[config.mk]
export PLATFORM = sky130hd
export DESIGN_NAME = bfs_top
export DESIGN_NICKNAME = d
export VERILOG_FILES = /design/src/rtl/bfs_pkg.sv /design/src/rtl/bfs_timer.sv /design/src/rtl/bfs_sticky.sv /design/src/rtl/bfs_top.sv
export VERILOG_INCLUDE_DIRS = /design/src /design/src/rtl
export SDC_FILE = /design/constraint.sdc
export NUM_CORES = 1
export LEC_CHECK = 0
export BUFFER_PORTS_ARGS = -buffer_cell sky130_fd_sc_hd__buf_2
export CAP_MARGIN = 20
export CORE_MARGIN = 3
export CORE_UTILIZATION = 60
export CTS_BUF_LIST = sky130_fd_sc_hd__clkbuf_16
export DETAILED_ROUTE_END_ITERATION = 6
export GPL_ROUTABILITY_DRIVEN = 1
export PLACE_DENSITY = 0.94
export SLEW_MARGIN = 20
export SYNTH_ARGS = -nofsm -noshare
export SYNTH_HDL_FRONTEND = slang
export SYNTH_SLANG_ARGS = --single-unit
[constraint.sdc]
create_clock -name i_ref_clk -period 4.6 [get_ports i_ref_clk]
set_input_delay 0.46 -clock i_ref_clk [delete_from_list [all_inputs] [get_ports i_ref_clk]]
set_output_delay 0.46 -clock i_ref_clk [all_outputs]
set_load 0.02 [all_outputs]
[src/rtl/bfs_consts.svh]
/*
  register map, field positions, reset values and codes of the breaker
  failure supervisor; assumes inclusion by its bare name from the package
  and the design modules, which all share one 32-bit register bus
*/
// Overview of operation
// - breaker failure lockout stays latched once set
// - lockout drives a close-inhibit output
// - trigger class: all, current or external trips
// - position and combined schemes need closed breaker
// - current scheme starts regardless of breaker position
// - open position stops timer; combined also needs undercurrent
// - current scheme stops timer on undercurrent
// - rejected until the selected trigger drops, then stand-by
// - timer expiry asserts the upstream backup trip
// - trip released when triggers drop and clear holds
// - timer keeps running after trigger drops
// - lockout held until operator acknowledgement or element deactivation
`ifndef BFS_CONSTS_SVH
`define BFS_CONSTS_SVH
`define BFS_DATA_W 32
`define BFS_ADDR_W 8
// register byte offsets
`define BFS_OFS_CTRL 8'h00
`define BFS_OFS_DELAY 8'h04
`define BFS_OFS_THRESH 8'h08
`define BFS_OFS_STATUS 8'h0c
`define BFS_OFS_IRQ_STAT 8'h10
`define BFS_OFS_IRQ_MASK 8'h14
`define BFS_OFS_TIMER 8'h18
// control fields
`define BFS_CTRL_USE 0
`define BFS_CTRL_ASSIGNED 1
`define BFS_CTRL_SCHEME 3:2
`define BFS_CTRL_TRIG 5:4
`define BFS_CTRL_RST 32'h0000_0000
`define BFS_DELAY_RST 32'h0000_0064
`define BFS_THRESH_RST 32'h0000_0000
// status fields
`define BFS_STAT_STATE 1:0
`define BFS_STAT_TRIP 2
`define BFS_STAT_LOCK 3
`define BFS_STAT_UNDER 4
`define BFS_STAT_TRIG 5
// event bits
`define BFS_IRQ_W 3
`define BFS_IRQ_START 0
`define BFS_IRQ_REJECT 1
`define BFS_IRQ_FAIL 2
// codes
`define BFS_SCH_POS 2'h0
`define BFS_SCH_CUR 2'h1
`define BFS_SCH_BOTH 2'h2
`define BFS_TRG_NONE 2'h0
`define BFS_TRG_ALL 2'h1
`define BFS_TRG_CUR 2'h2
`define BFS_TRG_EXT 2'h3
`define BFS_ST_STANDBY 2'h0
`define BFS_ST_RUN 2'h1
`define BFS_ST_FAIL 2'h3
`define BFS_ST_REJECT 2'h2
`define BFS_RESP_OKAY 2'h0
`define BFS_RESP_SLVERR 2'h2
`endif

[src/rtl/bfs_pkg.sv]
/*
  types of the breaker failure supervisor: states, bus carriers, trips;
  assumes the constants header is on the include path
*/
`include "bfs_consts.svh"
package bfs_pkg;
   // element state, gray along stand-by, running, failed
   typedef enum logic [1:0] {
      BFS_STANDBY = `BFS_ST_STANDBY,
      BFS_RUNNING = `BFS_ST_RUN,
      BFS_FAILED = `BFS_ST_FAIL,
      BFS_REJECTED = `BFS_ST_REJECT
   } bfs_state_type;
   // trip source classes offered by the trip manager
   typedef struct packed {
      logic external_trips;
      logic current_trips;
      logic all_trips;
   } bfs_trips_type;
   // axi4-lite master to slave
   typedef struct packed {
      logic [`BFS_ADDR_W-1:0] awaddr;
      logic awvalid;
      logic [`BFS_DATA_W-1:0] wdata;
      logic [`BFS_DATA_W/8-1:0] wstrb;
      logic wvalid;
      logic bready;
      logic [`BFS_ADDR_W-1:0] araddr;
      logic arvalid;
      logic rready;
   } bfs_axil_req_type;
   // axi4-lite slave to master
   typedef struct packed {
      logic awready;
      logic wready;
      logic bvalid;
      logic [1:0] bresp;
      logic arready;
      logic rvalid;
      logic [`BFS_DATA_W-1:0] rdata;
      logic [1:0] rresp;
   } bfs_axil_rsp_type;
endpackage

[src/rtl/bfs_timer.sv]
/*
  supervision delay counter clocked by the sampling tick;
  assumes a one-cycle tick pulse synchronous to the clock
*/
`timescale 1ns/1ps
`default_nettype none
module bfs_timer #(
   parameter int DELAY_W = 16
) (
   // clock and control
   input wire logic i_ref_clk,
   input wire logic i_srst,
   input wire logic i_ce,
   // load and count
   input wire logic i_load,
   input wire logic [DELAY_W-1:0] i_load_val,
   input wire logic i_run,
   input wire logic i_tick,
   // state
   output logic [DELAY_W-1:0] o_count,
   output logic o_expired
);
   // counts down on ticks only, so the delay is in tick periods
   always_ff @(posedge i_ref_clk)
   begin
      if (i_srst)
         o_count <= '0;
      else if (i_ce)
      begin
         if (i_load)
            o_count <= i_load_val;
         else if (i_run && i_tick && (o_count != '0))
            o_count <= o_count - 1'b1;
      end
   end
   // zero is expiry; a zero delay expires on the first running cycle
   assign o_expired = (o_count == '0);
endmodule
`default_nettype wire

[src/rtl/bfs_sticky.sv]
/*
  sticky event bits with write-one-to-clear, mask and level interrupt;
  assumes set and clear pulses from the same clock domain
*/
`timescale 1ns/1ps
`default_nettype none
module bfs_sticky #(
   parameter int W = 3
) (
   // clock and control
   input wire logic i_ref_clk,
   input wire logic i_srst,
   input wire logic i_ce,
   // events and software access
   input wire logic [W-1:0] i_set,
   input wire logic [W-1:0] i_clr,
   input wire logic i_mask_we,
   input wire logic [W-1:0] i_mask_wdata,
   // state
   output logic [W-1:0] o_status,
   output logic [W-1:0] o_mask,
   output logic o_irq
);
   logic [W-1:0] next_status; // status after this cycle
   // a set arriving with its clear wins, so no event is lost
   assign next_status = (o_status & ~i_clr) | i_set;
   // status, mask and interrupt level, all registered
   always_ff @(posedge i_ref_clk)
   begin
      if (i_srst)
      begin
         o_status <= '0;
         o_mask <= '0;
         o_irq <= 1'b0;
      end
      else if (i_ce)
      begin
         o_status <= next_status;
         if (i_mask_we)
            o_mask <= i_mask_wdata;
         // uses the next status so the line tracks the bits without lag
         o_irq <= |(next_status & (i_mask_we ? i_mask_wdata : o_mask));
      end
   end
endmodule
`default_nettype wire

[src/rtl/bfs_top.sv]
/*
  breaker failure supervisor: trigger selection, supervision timer,
  stop, reject and failure states, latched lockout, axi4-lite registers;
  assumes trips, position, current and tick synchronous to i_ref_clk
*/
`timescale 1ns/1ps
`default_nettype none
`include "bfs_consts.svh"
module bfs_top #(
   parameter int DELAY_W = 16,
   parameter int CUR_W = 16
) (
   // clock, reset, enable
   input wire logic i_ref_clk,
   input wire logic i_srst,
   input wire logic i_ce,
   // register bus
   input wire bfs_pkg::bfs_axil_req_type i_axil,
   output bfs_pkg::bfs_axil_rsp_type o_axil,
   // trip sources and breaker
   input wire bfs_pkg::bfs_trips_type i_trips,
   input wire logic i_tick,
   input wire logic i_brk_open,
   input wire logic i_brk_closed,
   input wire logic [CUR_W-1:0] i_current,
   input wire logic i_lockout_ack,
   // protection outputs
   output logic o_backup_trip,
   output logic o_close_inhibit,
   output logic o_irq
);
   import bfs_pkg::*;

   // configuration registers
   logic [`BFS_DATA_W-1:0] ctrl; // use, assigned, scheme, trigger
   logic [DELAY_W-1:0] supervision_delay; // in sampling ticks
   logic [CUR_W-1:0] under_thresh; // undercurrent threshold
   // element state
   bfs_state_type state;
   bfs_state_type next_state;
   // derived conditions
   logic active; // element in use and assigned
   logic trig; // selected trigger class present
   logic under; // current below threshold
   logic stop; // scheme's stop and clear condition
   logic start_ok; // start condition in stand-by
   // timer
   logic [DELAY_W-1:0] timer_count;
   logic timer_expired;
   // events
   logic [`BFS_IRQ_W-1:0] ev_set;
   logic [`BFS_IRQ_W-1:0] ev_clr;
   logic [`BFS_IRQ_W-1:0] irq_status;
   logic [`BFS_IRQ_W-1:0] irq_mask;
   logic mask_we;
   // bus write path
   logic [`BFS_ADDR_W-1:0] aw_addr;
   logic aw_held;
   logic [`BFS_DATA_W-1:0] w_data;
   logic [`BFS_DATA_W/8-1:0] w_strb;
   logic w_held;
   logic do_write; // both halves present, response slot free
   logic [`BFS_DATA_W-1:0] wmask; // byte enables as bit mask
   logic [`BFS_DATA_W-1:0] rd_word;
   logic rd_hit;
   logic wr_hit;

   // unused, or no breaker assigned, keeps the element idle
   assign active = ctrl[`BFS_CTRL_USE] && ctrl[`BFS_CTRL_ASSIGNED];
   assign under = (i_current < under_thresh);

   // trigger class select
   always_comb
   begin
      unique case (ctrl[`BFS_CTRL_TRIG])
         `BFS_TRG_ALL: trig = i_trips.all_trips;
         `BFS_TRG_CUR: trig = i_trips.current_trips;
         `BFS_TRG_EXT: trig = i_trips.external_trips;
         default: trig = 1'b0; // none selected
      endcase
   end

   // stop condition doubles as the trip clear condition
   always_comb
   begin
      unique case (ctrl[`BFS_CTRL_SCHEME])
         `BFS_SCH_POS: stop = i_brk_open;
         `BFS_SCH_CUR: stop = under;
         `BFS_SCH_BOTH: stop = i_brk_open && under;
         default: stop = i_brk_open; // reserved code acts as position
      endcase
   end

   // position check skipped only in the current scheme
   always_comb
   begin
      if (ctrl[`BFS_CTRL_SCHEME] == `BFS_SCH_CUR)
         start_ok = trig;
      else
         start_ok = trig && i_brk_closed;
   end

   // next state of the element
   always_comb
   begin
      next_state = state;
      unique case (state)
         BFS_STANDBY:
         begin
            if (start_ok)
               next_state = BFS_RUNNING;
         end
         BFS_RUNNING:
         begin
            // trigger drop is ignored here; stop beats a same-cycle expiry
            if (stop)
               next_state = BFS_REJECTED;
            else if (timer_expired)
               next_state = BFS_FAILED;
         end
         BFS_REJECTED:
         begin
            if (!trig)
               next_state = BFS_STANDBY;
         end
         BFS_FAILED:
         begin
            if (!trig && stop)
               next_state = BFS_STANDBY;
         end
      endcase
      if (!active)
         next_state = BFS_STANDBY;
   end

   // state register
   always_ff @(posedge i_ref_clk)
   begin
      if (i_srst)
         state <= BFS_STANDBY;
      else if (i_ce)
         state <= next_state;
   end

   // supervision timer, loaded on entry to running
   bfs_timer #(
      .DELAY_W(DELAY_W)
   ) u_timer (
      .i_ref_clk(i_ref_clk),
      .i_srst(i_srst),
      .i_ce(i_ce),
      .i_load(state == BFS_STANDBY),
      .i_load_val(supervision_delay),
      .i_run(state == BFS_RUNNING),
      .i_tick(i_tick),
      .o_count(timer_count),
      .o_expired(timer_expired)
   );

   // upstream backup trip follows the failed state
   always_ff @(posedge i_ref_clk)
   begin
      if (i_srst)
         o_backup_trip <= 1'b0;
      else if (i_ce)
         o_backup_trip <= (next_state == BFS_FAILED);
   end

   // latched lockout: set with the trip, held until acknowledged or the element goes inactive
   always_ff @(posedge i_ref_clk)
   begin
      if (i_srst)
         o_close_inhibit <= 1'b0;
      else if (i_ce)
      begin
         if (!active)
            o_close_inhibit <= 1'b0;
         else if (next_state == BFS_FAILED)
            o_close_inhibit <= 1'b1;
         else if (i_lockout_ack)
            o_close_inhibit <= 1'b0;
      end
   end

   // events: timer start, rejection, breaker failure
   always_comb
   begin
      ev_set = '0;
      ev_set[`BFS_IRQ_START] = (state == BFS_STANDBY) && (next_state == BFS_RUNNING);
      ev_set[`BFS_IRQ_REJECT] = (state == BFS_RUNNING) && (next_state == BFS_REJECTED);
      ev_set[`BFS_IRQ_FAIL] = (state == BFS_RUNNING) && (next_state == BFS_FAILED);
   end

   assign ev_clr = (do_write && (aw_addr == `BFS_OFS_IRQ_STAT))
      ? w_data[`BFS_IRQ_W-1:0] & wmask[`BFS_IRQ_W-1:0] : '0;
   assign mask_we = do_write && (aw_addr == `BFS_OFS_IRQ_MASK);

   bfs_sticky #(
      .W(`BFS_IRQ_W)
   ) u_sticky (
      .i_ref_clk(i_ref_clk),
      .i_srst(i_srst),
      .i_ce(i_ce),
      .i_set(ev_set),
      .i_clr(ev_clr),
      .i_mask_we(mask_we),
      .i_mask_wdata((irq_mask & ~wmask[`BFS_IRQ_W-1:0])
         | (w_data[`BFS_IRQ_W-1:0] & wmask[`BFS_IRQ_W-1:0])),
      .o_status(irq_status),
      .o_mask(irq_mask),
      .o_irq(o_irq)
   );

   // byte enables widened to a bit mask
   always_comb
   begin
      wmask = '0;
      for (int i = 0; i < `BFS_DATA_W / 8; i++)
      begin
         wmask[i*8 +: 8] = {8{w_strb[i]}};
      end
   end

   assign do_write = aw_held && w_held && !o_axil.bvalid;

   // write address and data taken independently, in either order
   always_ff @(posedge i_ref_clk)
   begin
      if (i_srst)
      begin
         aw_held <= 1'b0;
         w_held <= 1'b0;
         aw_addr <= '0;
         w_data <= '0;
         w_strb <= '0;
         o_axil.awready <= 1'b1;
         o_axil.wready <= 1'b1;
      end
      else if (i_ce)
      begin
         if (i_axil.awvalid && o_axil.awready)
         begin
            aw_addr <= i_axil.awaddr;
            aw_held <= 1'b1;
            o_axil.awready <= 1'b0;
         end
         else if (do_write)
            aw_held <= 1'b0;
         if (i_axil.wvalid && o_axil.wready)
         begin
            w_data <= i_axil.wdata;
            w_strb <= i_axil.wstrb;
            w_held <= 1'b1;
            o_axil.wready <= 1'b0;
         end
         else if (do_write)
            w_held <= 1'b0;
         // ready again only once the response has been taken
         if (o_axil.bvalid && i_axil.bready)
         begin
            o_axil.awready <= 1'b1;
            o_axil.wready <= 1'b1;
         end
      end
   end

   // write hit decode; read-only and unmapped offsets answer slverr
   always_comb
   begin
      unique case (aw_addr)
         `BFS_OFS_CTRL, `BFS_OFS_DELAY, `BFS_OFS_THRESH,
         `BFS_OFS_IRQ_STAT, `BFS_OFS_IRQ_MASK: wr_hit = 1'b1;
         default: wr_hit = 1'b0;
      endcase
   end

   // write response
   always_ff @(posedge i_ref_clk)
   begin
      if (i_srst)
      begin
         o_axil.bvalid <= 1'b0;
         o_axil.bresp <= `BFS_RESP_OKAY;
      end
      else if (i_ce)
      begin
         if (do_write)
         begin
            o_axil.bvalid <= 1'b1;
            o_axil.bresp <= wr_hit ? `BFS_RESP_OKAY : `BFS_RESP_SLVERR;
         end
         else if (i_axil.bready)
            o_axil.bvalid <= 1'b0;
      end
   end

   // configuration registers, byte-lane merged
   always_ff @(posedge i_ref_clk)
   begin
      if (i_srst)
      begin
         ctrl <= `BFS_CTRL_RST;
         supervision_delay <= DELAY_W'(`BFS_DELAY_RST);
         under_thresh <= CUR_W'(`BFS_THRESH_RST);
      end
      else if (i_ce && do_write)
      begin
         if (aw_addr == `BFS_OFS_CTRL)
            ctrl <= (ctrl & ~wmask) | (w_data & wmask);
         if (aw_addr == `BFS_OFS_DELAY)
            supervision_delay <= (supervision_delay & ~wmask[DELAY_W-1:0])
               | (w_data[DELAY_W-1:0] & wmask[DELAY_W-1:0]);
         if (aw_addr == `BFS_OFS_THRESH)
            under_thresh <= (under_thresh & ~wmask[CUR_W-1:0])
               | (w_data[CUR_W-1:0] & wmask[CUR_W-1:0]);
      end
   end

   // read mux
   always_comb
   begin
      rd_word = '0;
      rd_hit = 1'b1;
      unique case (i_axil.araddr)
         `BFS_OFS_CTRL: rd_word = ctrl;
         `BFS_OFS_DELAY: rd_word[DELAY_W-1:0] = supervision_delay;
         `BFS_OFS_THRESH: rd_word[CUR_W-1:0] = under_thresh;
         `BFS_OFS_STATUS:
         begin
            rd_word[`BFS_STAT_STATE] = state;
            rd_word[`BFS_STAT_TRIP] = o_backup_trip;
            rd_word[`BFS_STAT_LOCK] = o_close_inhibit;
            rd_word[`BFS_STAT_UNDER] = under;
            rd_word[`BFS_STAT_TRIG] = trig;
         end
         `BFS_OFS_IRQ_STAT: rd_word[`BFS_IRQ_W-1:0] = irq_status;
         `BFS_OFS_IRQ_MASK: rd_word[`BFS_IRQ_W-1:0] = irq_mask;
         `BFS_OFS_TIMER: rd_word[DELAY_W-1:0] = timer_count;
         default: rd_hit = 1'b0; // unmapped
      endcase
   end

   // read channel: one read in flight, answer one cycle after the address
   always_ff @(posedge i_ref_clk)
   begin
      if (i_srst)
      begin
         o_axil.arready <= 1'b1;
         o_axil.rvalid <= 1'b0;
         o_axil.rdata <= '0;
         o_axil.rresp <= `BFS_RESP_OKAY;
      end
      else if (i_ce)
      begin
         if (i_axil.arvalid && o_axil.arready)
         begin
            o_axil.arready <= 1'b0;
            o_axil.rvalid <= 1'b1;
            o_axil.rdata <= rd_word;
            o_axil.rresp <= rd_hit ? `BFS_RESP_OKAY : `BFS_RESP_SLVERR;
         end
         else if (o_axil.rvalid && i_axil.rready)
         begin
            o_axil.rvalid <= 1'b0;
            o_axil.arready <= 1'b1;
         end
      end
   end
endmodule
`default_nettype wire

==> impl_metrics.csv <==
group,metric,value,unit
global_route,grt_use_met2,0.441,
timing,tightest_slew,1.01,ns
timing,fin_crit,2.93,ns
global_route,overflow,0,
placed_design,port_buffers,124,
critical_path,endpoint_kind,"flop",
clocking,clock_latency,0.43,ns
clocking,cts_tree,"done",
placed_design,post-place-ws,1.59,ns
global_route,track_usage,0.291,
clocking,cts_hold_buf,0,
die,coreArea,12800,sq um
global_route,grt_pass1_wl,34400,um
critical_path,startpoint_type,"flop",
timing,slew_viol_final,0,
die,pin_count,127,
clocking,clock_path_buffers,2,
power_and_ir_drop,ir_drop,0.000275,V
timing,fin_skew,0.00440,ns
timing,fin_setup_tns,0,ns
worst_hold_path,hold_start,"i_axil[34]",
timing,fin_ws,1.67,ns
critical_path,crit_fanout,4,
outcome,violations,"DRC",
power_and_ir_drop,leakage,3.75,nW
clocking,postCtsResizedCells,0,
route,dr_total_vias,7665,
timing,setup_violations,0,
layout,nNetsFinal,1158,
route,drcViolationCount,2,
clocking,clock_sinks,176,
layout,drive_above_1_share,0.169,
outcome,outcome,"complete, but fails checks",
die,die_h,121,um
global_route,grt.busiest_layer,"met2",
worst_hold_path,min_path_type,"input pin to flop",
yosys,synth_ff_type,"dfxtp_1",
power_and_ir_drop,p_per_area,360,nW/um^2
layout,layout_commonest_cell,"nand2_1",
timing,slew_headroom,0.322,
route,viasPerCell,6.17,
timing,timing.final.crit_share,0.637,
job,drv_cap,0,
timing,rsz0062_at_grt,"no",
yosys,synth_seq_cells,176,
yosys,synth_edf_count,0,
placed_design,dp_hpwl,14600,um
global_route,grt_max_degree,98,
layout,fin_util,0.716,
die,initial_utilization,0.621,
critical_path,worst-path-buf-inv,1,
clocking,path_clk_slew,0.06,ns
route,drt_pass1_iterations,7,
route,drtAntennaViolNets,0,
critical_path,crit_chain,"inv_1 > ha_1 > a21oi_1 > nand2_1 > a221oi_1 > o211ai_1 > a31o_2 > a2111oi_2 > a31o_2",
layout,layout_common_cells,"nand2_1 (179), dfxtp_1 (176), buf_2 (123)",
placed_design,place_congestion,0.968,
critical_path,worst_ep_arrival_time,3.31,ns
critical_path,crit_type,"flop to flop",
clocking,cts_setup_buffers,0,
die,dieArea,14600,sq um
die,fp-row-count,41,
die,die_x,121,um
critical_path,cp_top_family,"compound AO/OA/AOI/OAI gates",
route,drt_iter0_markers,892,
critical_path,worst_path_largest_cell_delay,0.57,ns
clocking,cts_root_buf,"clkbuf_16",
global_route,use_met1,0.399,
yosys,synth.distinct_cells,61,
critical_path,critical-path-slowest-cell,"a221oi_1",
route,wl_per_cell,17.3,um
global_route,use_met3,0.0746,
clocking,cts-htree-levels,4,
yosys,syn_avg_cell_area,8.16,sq um
global_route,antenna_found_initial,0,
critical_path,cpMostUsedCell,"a31o_2",
clocking,cts_buffers,17,
timing,hold_viol,0,
yosys,yosysSeqAreaShare,0.444,
route,wl,21500,um
yosys,syn_area,7940,sq um
layout,area_growth,15.2,%
layout,antenna_cells,0,
global_route,grt_pass1_vias,7050,
timing,clock.fmax,341,MHz
yosys,syn-instance-count,972,
yosys,async_flop_share,0,
yosys,yosys_warnings,0,
critical_path,required,4.98,ns
-- per-layer routing --
layer	routed length [um]	vias up
met5	0	-
met4	771	0
met3	2250	83
met2	9510	466
met1	8920	3540
li1	-	3576
-- kinds of logic (layout without fill, tap and decap cells) --
kind of cell | Yosys count | in the layout | synth area share
AO/OA/AOI/OAI | 240 | 240 | 0.191
multiplexers | 54 | 54 | 0.0703
buffers and inverters | 93 | 190 | 0.0490
other | 1 | 2 | 0.000473
AND/OR/NAND/NOR | 390 | 390 | 0.217
adder cells (fa/ha/maj) | 18 | 18 | 0.0284
flip-flops | 176 | 176 | 0.444
-- tightest hold or removal path, stage by stage --
cell and delay, ns:
buf_2 0.10, nand2_1 0.04, a21oi_1 0.05
-- path summary, 6_finish.rpt --
path                           to  slack, ns  cells past startpoint
setup / recovery  o_close_inhibit       1.67                      9
hold / removal         w_data[18]       0.26                      3
setup reg to reg  o_close_inhibit       1.67                      9
hold reg to reg              flop       0.45                      2
-- power breakdown --
group,internal (W),total (W),switching (W)
clock network,0.000840,0.00143,0.000592
registers,0.00156,0.00160,0.0000407
logic,0.0000947,0.000265,0.000170
total,0.00249,0.00329,0.000803
-- cell type report --
cell class	instances	area (sq um)
Clock buffer	17	425
Clock inverter	15	154
Fill cell	912	3630
Inverter	26	97.6
Multi-Input combinational cell	704	4040
Sequential cell	176	3520
Tap cell	172	215
Timing Repair Buffer	132	683
-- cells in the mapped netlist, drive strengths merged, types with 12 or more instances --
cell / instances / area, sq um
ha: 18 / 225
a22oi: 23 / 173
dfxtp: 176 / 3520
nand3: 47 / 235
buf: 15 / 96.3
nor2: 108 / 405
nand2: 179 / 672
nor3: 12 / 71.3
a221oi: 14 / 129
o21ai: 38 / 194
a21oi: 111 / 556
inv: 26 / 97.6
mux2i: 49 / 490
clkbuf: 52 / 195
-- through the flow --
stage | power (W) | hold WS, ns | instances | area (sq um)
6_report | 0.00329 | 0.264 | 1242 | 9140
5_1_grt | 0.00339 | 0.251 | 1242 | 9140
3_3_place_gp | 0.00187 | 0.442 | 1210 | 8560
4_1_cts | 0.00329 | 0.254 | 1242 | 9140
3_5_place_dp | 0.00188 | 0.446 | 1210 | 8560
2_1_floorplan | 0.00180 | 0.434 | 973 | 7940
(Power assumes the default switching activity.)
